--- src/verilog/cell_agc_pkg.sv ---
// constants for the cellular agc and driver status register bank
// assumes a single 200 mhz clock and a plain strobe register port
package cell_agc_pkg;
  localparam int unsigned ADDR_W = 6;
  localparam logic [5:0] OFF_AGC_CTRL = 6'h24;
  localparam logic [5:0] OFF_DRV_STAT = 6'h25;
  localparam logic [5:0] OFF_IRQ_STATUS = 6'h30;
  localparam logic [5:0] OFF_IRQ_MASK = 6'h31;
  // field positions, agc control register
  localparam int unsigned B_NOISE_FLAG = 14;
  localparam int unsigned B_NL_HI = 13;
  localparam int unsigned B_NL_LO = 11;
  localparam int unsigned B_HYS_HI = 10;
  localparam int unsigned B_HYS_LO = 9;
  localparam int unsigned B_CLIP = 8;
  localparam int unsigned B_TG_HI = 7;
  localparam int unsigned B_TG_LO = 5;
  localparam int unsigned B_TC_HI = 4;
  localparam int unsigned B_TC_LO = 1;
  localparam int unsigned B_AGC_EN = 0;
  // field positions, driver status register
  localparam int unsigned B_DRV_HI = 15;
  localparam int unsigned B_DRV_LO = 10;
  localparam int unsigned B_POP_RED = 9;
  localparam int unsigned B_BUZ_DIS = 8;
  localparam int unsigned B_SP2_BUZ = 7;
  localparam int unsigned B_SP1_BUZ = 6;
  localparam int unsigned B_SEQ_DIS = 5;
  localparam int unsigned B_SEQ_DUR = 4;
  localparam logic [15:0] AGC_RESET = 16'h0000;
  localparam logic [15:0] AGC_WMASK = 16'h3fff;
  localparam logic [5:0] DRV_DOWN_RESET = 6'h3f;
  localparam logic [5:0] DRV_CTRL_RESET = 6'h00;
  // interrupt status bits
  localparam int unsigned IRQ_W = 3;
  localparam int unsigned I_NOISE = 0;
  localparam int unsigned I_SEQ_DONE = 1;
  localparam int unsigned I_DRV_CHG = 2;
  // timebase: one tick per millisecond
  localparam longint unsigned CLK_HZ = 200000000;
  localparam longint unsigned TICK_MS = 1;
  localparam int unsigned TICK_CYC = int'(CLK_HZ * TICK_MS / 1000);
  localparam int unsigned SEQ_SHORT_MS = 802;
  localparam int unsigned SEQ_LONG_MS = 4006;
  localparam logic [1:0] HYS_OFF = 2'h3;
  localparam logic [2:0] NL_MAX_CELL = 3'h4;
  typedef enum logic [1:0] {
    SEQ_IDLE = 2'b00,
    SEQ_RUN = 2'b01,
    SEQ_DONE = 2'b10
  } seq_state_t;
endpackage

--- src/verilog/cell_agc_regs.sv ---
// cellular agc control and driver power-down status register bank
// assumes analog side supplies synchronous-unsafe status levels and a
// pop sequence request; only the status levels are resynchronised here
// Summary of operation
// - noise flag bit 14, read only, live
// - shared 3-bit noise threshold field, bits 13-11
// - hysteresis select bits 10-9, 3 is off
// - clip stepping enable bit 8, reset 0
// - target level select bits 7-5
// - time constant bits 4-1: attack, decay
// - time constants fixed in absolute time
// - bit 0 hands cellular pga to agc
// - reserved bits read zero, write ignored
// - six driver down flags, reset to one
// - headphone pop reduction enable bit 9
// - buzzer input route cut when bit 8 set
// - speaker routes to buzzer amp bits 7,6
// - pop sequencing skipped when bit 5 set
// - sequence lasts 802 or 4006 ms
module cell_agc_regs
  import cell_agc_pkg::*;
#(
  parameter int unsigned TICK_CYCLES = TICK_CYC
) (
  input wire logic clock,
  input wire logic rstn,
  input wire logic clk_en,
  input wire logic [ADDR_W-1:0] addr,
  input wire logic [15:0] wdata,
  input wire logic wr,
  input wire logic rd,
  output logic [15:0] rdata,
  output logic irq,
  input wire logic below_noise_in,
  input wire logic [5:0] driver_down_in,
  input wire logic seq_start,
  output logic cell_agc_enable,
  output logic [2:0] agc_noise_threshold,
  output logic [1:0] cell_hysteresis_sel,
  output logic hysteresis_active,
  output logic cell_clip_step_en,
  output logic [2:0] cell_target_level,
  output logic [1:0] attack_sel,
  output logic [1:0] decay_sel,
  output logic decay_short,
  output logic agc_tick,
  output logic headphone_pop_reduce_en,
  output logic buzzer_input_route_en,
  output logic speaker_two_to_buzzer_en,
  output logic speaker_one_to_buzzer_en,
  output logic pop_seq_active,
  output logic pop_seq_done
);
  logic [15:0] agc_reg;
  logic [5:0] drv_ctrl;
  logic noise_s1, noise_s2;
  logic [5:0] drv_s1, drv_s2, drv_prev;
  logic noise_prev;
  logic [IRQ_W-1:0] irq_status, irq_mask, irq_event;
  logic [31:0] tick_cnt;
  logic tick;
  logic [12:0] ms_cnt;
  logic [12:0] seq_target;
  seq_state_t seq_state;
  logic wr_agc, wr_drv, wr_stat, wr_mask;

  assign wr_agc = clk_en && wr && addr == OFF_AGC_CTRL;
  assign wr_drv = clk_en && wr && addr == OFF_DRV_STAT;
  assign wr_stat = clk_en && wr && addr == OFF_IRQ_STATUS;
  assign wr_mask = clk_en && wr && addr == OFF_IRQ_MASK;

  // status pins come from the analog domain, two flops before use
  always_ff @(posedge clock or negedge rstn) begin
    if (!rstn) begin
      noise_s1 <= 1'b0;
      noise_s2 <= 1'b0;
      drv_s1 <= DRV_DOWN_RESET;
      drv_s2 <= DRV_DOWN_RESET;
    end else if (clk_en) begin
      noise_s1 <= below_noise_in;
      noise_s2 <= noise_s1;
      drv_s1 <= driver_down_in;
      drv_s2 <= drv_s1;
    end
  end

  // control fields; bits 15 and 14 never stored
  always_ff @(posedge clock or negedge rstn) begin
    if (!rstn) begin
      agc_reg <= AGC_RESET;
    end else if (wr_agc) begin
      agc_reg <= wdata & AGC_WMASK;
    end
  end

  always_ff @(posedge clock or negedge rstn) begin
    if (!rstn) begin
      drv_ctrl <= DRV_CTRL_RESET;
    end else if (wr_drv) begin
      drv_ctrl <= wdata[B_POP_RED:B_SEQ_DUR];
    end
  end

  assign agc_noise_threshold = agc_reg[B_NL_HI:B_NL_LO];
  assign cell_hysteresis_sel = agc_reg[B_HYS_HI:B_HYS_LO];
  assign hysteresis_active = cell_hysteresis_sel != HYS_OFF;
  assign cell_clip_step_en = agc_reg[B_CLIP];
  assign cell_target_level = agc_reg[B_TG_HI:B_TG_LO];
  // low pair is attack, high pair decay; all four bits zero means the short decay
  assign attack_sel = agc_reg[B_TC_LO+1:B_TC_LO];
  assign decay_sel = agc_reg[B_TC_HI:B_TC_HI-1];
  assign decay_short = agc_reg[B_TC_HI:B_TC_LO] == 4'h0;
  assign cell_agc_enable = agc_reg[B_AGC_EN];
  assign headphone_pop_reduce_en = drv_ctrl[B_POP_RED-B_SEQ_DUR];
  assign buzzer_input_route_en = !drv_ctrl[B_BUZ_DIS-B_SEQ_DUR];
  assign speaker_two_to_buzzer_en = drv_ctrl[B_SP2_BUZ-B_SEQ_DUR];
  assign speaker_one_to_buzzer_en = drv_ctrl[B_SP1_BUZ-B_SEQ_DUR];

  // millisecond tick from the system clock, not from the sample rate
  always_ff @(posedge clock or negedge rstn) begin
    if (!rstn) begin
      tick_cnt <= 32'h0000_0000;
      tick <= 1'b0;
    end else if (clk_en) begin
      tick <= tick_cnt == TICK_CYCLES - 1;
      if (tick_cnt == TICK_CYCLES - 1) begin
        tick_cnt <= 32'h0000_0000;
      end else begin
        tick_cnt <= tick_cnt + 32'h0000_0001;
      end
    end
  end
  assign agc_tick = tick;

  // duration latched at start so a later write cannot stretch a run
  always_ff @(posedge clock or negedge rstn) begin
    if (!rstn) begin
      seq_state <= SEQ_IDLE;
      ms_cnt <= 13'h0000;
      seq_target <= 13'h0000;
    end else if (clk_en) begin
      case (seq_state)
        SEQ_IDLE: begin
          if (seq_start && !drv_ctrl[B_SEQ_DIS-B_SEQ_DUR]) begin
            seq_state <= SEQ_RUN;
            ms_cnt <= 13'h0000;
            seq_target <= drv_ctrl[B_SEQ_DUR-B_SEQ_DUR] ? 13'(SEQ_LONG_MS) : 13'(SEQ_SHORT_MS);
          end
        end
        SEQ_RUN: begin
          if (tick) begin
            if (ms_cnt == seq_target - 13'h0001) begin
              seq_state <= SEQ_DONE;
            end
            ms_cnt <= ms_cnt + 13'h0001;
          end
        end
        SEQ_DONE: begin
          seq_state <= SEQ_IDLE;
        end
        default: begin
          seq_state <= SEQ_IDLE;
        end
      endcase
    end
  end
  assign pop_seq_active = seq_state == SEQ_RUN;
  assign pop_seq_done = seq_state == SEQ_DONE;

  // interrupt events: noise entry while agc enabled, sequence end, any driver change
  always_ff @(posedge clock or negedge rstn) begin
    if (!rstn) begin
      noise_prev <= 1'b0;
      drv_prev <= DRV_DOWN_RESET;
    end else if (clk_en) begin
      noise_prev <= noise_s2;
      drv_prev <= drv_s2;
    end
  end

  always_comb begin
    irq_event = '0;
    irq_event[I_NOISE] = noise_s2 && !noise_prev && cell_agc_enable;
    irq_event[I_SEQ_DONE] = seq_state == SEQ_DONE;
    irq_event[I_DRV_CHG] = drv_s2 != drv_prev;
  end

  // a new event wins over a write-one clear in the same cycle
  always_ff @(posedge clock or negedge rstn) begin
    if (!rstn) begin
      irq_status <= '0;
    end else if (clk_en) begin
      irq_status <= (irq_status & ~(wr_stat ? wdata[IRQ_W-1:0] : '0)) | irq_event;
    end
  end

  always_ff @(posedge clock or negedge rstn) begin
    if (!rstn) begin
      irq_mask <= '0;
    end else if (wr_mask) begin
      irq_mask <= wdata[IRQ_W-1:0];
    end
  end

  assign irq = |(irq_status & irq_mask);

  // read data valid the cycle after the strobe only
  always_ff @(posedge clock or negedge rstn) begin
    if (!rstn) begin
      rdata <= 16'h0000;
    end else if (clk_en) begin
      rdata <= 16'h0000;
      if (rd) begin
        case (addr)
          OFF_AGC_CTRL: begin
            rdata <= agc_reg;
            rdata[B_NOISE_FLAG] <= noise_s2;
          end
          OFF_DRV_STAT: begin
            rdata[B_DRV_HI:B_DRV_LO] <= drv_s2;
            rdata[B_POP_RED:B_SEQ_DUR] <= drv_ctrl;
          end
          OFF_IRQ_STATUS: begin
            rdata[IRQ_W-1:0] <= irq_status;
          end
          OFF_IRQ_MASK: begin
            rdata[IRQ_W-1:0] <= irq_mask;
          end
          default: begin
            rdata <= 16'h0000;
          end
        endcase
      end
    end
  end
endmodule
--- config.mk ---
export PLATFORM = sky130hd
export DESIGN_NAME = cell_agc_regs
export DESIGN_NICKNAME = d
export VERILOG_FILES = /design/src/verilog/cell_agc_pkg.sv /design/src/verilog/cell_agc_regs.sv
export SDC_FILE = /design/constraint.sdc
export NUM_CORES = 1
export LEC_CHECK = 0
export ABC_AREA = 1
export BUFFER_PORTS_ARGS = -buffer_cell sky130_fd_sc_hd__buf_2
export CORE_MARGIN = 5
export CORE_UTILIZATION = 40
export CTS_CLUSTER_SIZE = 20
export DETAILED_ROUTE_END_ITERATION = 10
export PLACE_DENSITY_LB_ADDON = 0.25
export RECOVER_POWER = 25
export SETUP_SLACK_MARGIN = 0.5
export SLEW_MARGIN = 10
export SYNTH_ARGS = -nofsm -noshare
export SYNTH_HDL_FRONTEND = slang
export SYNTH_SLANG_ARGS = --single-unit
--- constraint.sdc ---
create_clock -name clock -period 1.9 [get_ports clock]
set_input_delay 0.19 -clock clock [delete_from_list [all_inputs] [get_ports clock]]
set_output_delay 0.19 -clock clock [all_outputs]
set_load 0.05 [all_outputs]
==> results.tsv <==
metric	value	unit
final net count	963	
layout cells sized above 1	29.8	%
CTS Buffer Depth	2	
multiplexer share of the synthesized area	0	%
simple-gate share of the synthesized area	30.6	%
WHS Endpoint	agc_reg[10]	
# clock sinks	113	
clock share of power	35.6	%
first-pass GRT wire length	26.3	mm
design internal power	5360	uW
Yosys warnings	0	
syn nets	822	
Die Y	131	microns
CTS tree	yes	
Max H-tree Level	4	
Sw Share	34.0	%
clock latency on the worst-skew pair	0.42	ns
crit path from	tick_cnt[1]	
crit share post-route	84.9	%
worst clock skew	0.0125	ns
Tightest Pin Transition	0.957	ns
CP max FO	3	
Max Used Layer	met4	
Peak VDD IR	0.000642	V
diode count	0	
RePlAce Congestion	0.919	
met3 WL post-DR	913	microns
flop-to-flop setup slack	0.29	ns
XOR/XNOR share of the synthesized area	3.43	%
worst hold path class	input port to flip-flop	
Area Overhead vs Synth	36.8	%
WL/cell	14.1	microns
RSZ-0062 raised after global routing	true	
Yosys cell types	34	
TritonCTS buffer count	17	
first-pass iteration count of the detailed router	7	
final setup TNS	0	ns
largest net degree at the start of global routing	37	
design area	0.00802	sq mm
number of DRC markers in iteration 0	360	
Total GRT Usage	18.4	%
port buffer count	72	
Max Cap Violations	0	
Crit. End Element	flip-flop	
CTS clk-pin slew, worst paths	0.06	ns
max frequency	0.620	GHz
FF-to-FF Start	tick_cnt[1]	
Worst Hold Depth	3	
Hold Path Origin	wdata[10]	
row count	44	
most common cell after layout, fill and taps aside	nand2_1	
root buffer selected by CTS	clkbuf_16	
startpoint types	flip-flop	
Mean Syn Cell Area	7.50	sq um
worst reg2reg path endpoint	agc_tick	
power density over the cells	1010	mW/mm^2
number of global-route vias before repair	5467	
Hold Violations, Final	0	
NetSw	2770	uW
DRT met1 WL	7.29	mm
Setup-failing EPs final	0	
Final Max Slew Viols	0	
via/cell ratio	4.96	
final wirelength	15.8	mm
LEAKAGE	0.00387	uW
core area	0.0145	sq mm
antenna violations before repair	0	
gr ovfl total	0	
Fin Hold WS	0.0205	ns
Starting Density	40.5	%
die width	131	microns
DR vias	5559	
Final ANT Viol Nets	0	
Synth Area in Compound Gates	8.40	%
outcome	complete, no violations	
area of the mapped netlist	0.00587	sq mm
WP data arrival	1.97	ns
largest family of logic cells by synthesized area	simple AND/OR/NAND/NOR gates	
metal2 WL	7.30	mm
Comb power frac	26.6	%
sequential area share after synthesis	48.6	%
Placed Area	0.00656	sq mm
Req. time, crit path	2.25	ns
Reg power frac	37.8	%
HPWL after DPL	10.6	mm
Cells after Synth	782	
dpl ws	0.187	ns
Crit Path Category	flip-flop to flip-flop	
final setup margin	0.288	ns
Final min period	1.61	ns
die area	0.0172	sq mm
Worst Reg-to-Reg Cells	7	
max reg flops	32	
I/O pin total	75	
#FFs+latches synth	113	
Worst slew margin	36.2	%
Synth Area in Adders	1.07	%
most frequent cells in the layout	nand2_1, inv_1, dfrtp_1	
DRC Markers	0	
## worst max-delay path, stage by stage, from the launching register on
cell	delay, ns
dfrtp_1	0.40
ha_4	0.18
nand3_4	0.10
nor2_4	0.12
nor3b_4	0.22
nand4_1	0.25
buf_4	0.22
nand2_1	0.06
## cell usage after synthesis, drive strengths merged
| library cell | instances | share of area (%) |
|---|---|---|
| nand4 | 21 | 2.2 |
| nand3b | 2 | 0.26 |
| a21o | 1 | 0.13 |
| o221ai | 1 | 0.15 |
| xor2 | 18 | 2.7 |
| o22ai | 9 | 0.96 |
| nor3 | 18 | 1.8 |
| nand2 | 237 | 15 |
| nor2 | 88 | 5.8 |
| clkbuf | 8 | 0.51 |
| dfrtp | 95 | 41 |
| o31ai | 1 | 0.13 |
| o41ai | 1 | 0.15 |
| buf | 8 | 0.62 |
| nor3b | 1 | 0.13 |
| ha | 5 | 1.1 |
| nor4 | 1 | 0.11 |
| inv | 106 | 6.8 |
| a21oi | 12 | 1.1 |
| xnor2 | 5 | 0.75 |
| o21ai | 68 | 5.8 |
| or2 | 3 | 0.32 |
| nand3 | 55 | 4.8 |
| dfstp | 18 | 8.1 |
## worst max path at each step
stage	end	cells after the start
final	agc_tick	7
after global routing	agc_tick	7
after CTS	decay_short	2
after detailed placement	tick_cnt[11]	7
after global placement	tick_cnt[3]	7
after floorplan	decay_short	1
## power by group through the flow
stage	combinational [uW]	clock, uW	sequential [uW]
floorplan	948	0	3090
global placement	1420	0	3050
detailed placement	1440	0	3050
CTS	1810	2920	3030
global route	2380	3040	3120
finish	2160	2890	3070
## per-stage QoR
stage	total power [uW]	cells	util, %
2_1_floorplan	4040	782	-
3_3_place_gp	4470	1035	45.3
3_5_place_dp	4490	1035	45.3
4_1_cts	7760	1108	52.5
5_1_grt	8540	1120	55.4
6_report	8130	1120	55.4
## routing by layer
layer | GRT usage, % | vias to the layer above
met5 | 0 | -
li1 | - | 2772
met4 | 7.39 | 0
met1 | 24.7 | 2607
met2 | 28.1 | 153
met3 | 5.01 | 27
## repair_timing
action / in CTS / in global routing
resized for setup: 55 / 103
setup endpoints to repair: 43 / 51
endpoints found under the hold margin: 28 / 0
gates cloned: 2 / 0
pin swaps: 16 / 33
setup buffers: 31 / 12
hold buffers: 8 / 0
## final cells by class
type / count / area [sq um]
inverters: 106 / 400
clock buffers: 19 / 453
repair buffers: 138 / 995
fillers: 1314 / 6450
multi-input cells: 547 / 2990
flip-flops and latches: 113 / 2870
clock inverters: 13 / 88.8
well taps: 184 / 230
## logic make-up (layout without fill, tap and decap cells)
| group | count (synthesis) | in the layout |
|---|---|---|
| AND/OR/NAND/NOR | 426 | 426 |
| flip-flops | 113 | 113 |
| buffers and inverters | 122 | 276 |
| adder cells (fa/ha/maj) | 5 | 5 |
| AO/OA/AOI/OAI | 93 | 93 |
| XOR/XNOR | 23 | 23 |
Note: power is estimated with default switching activity, not from simulation.
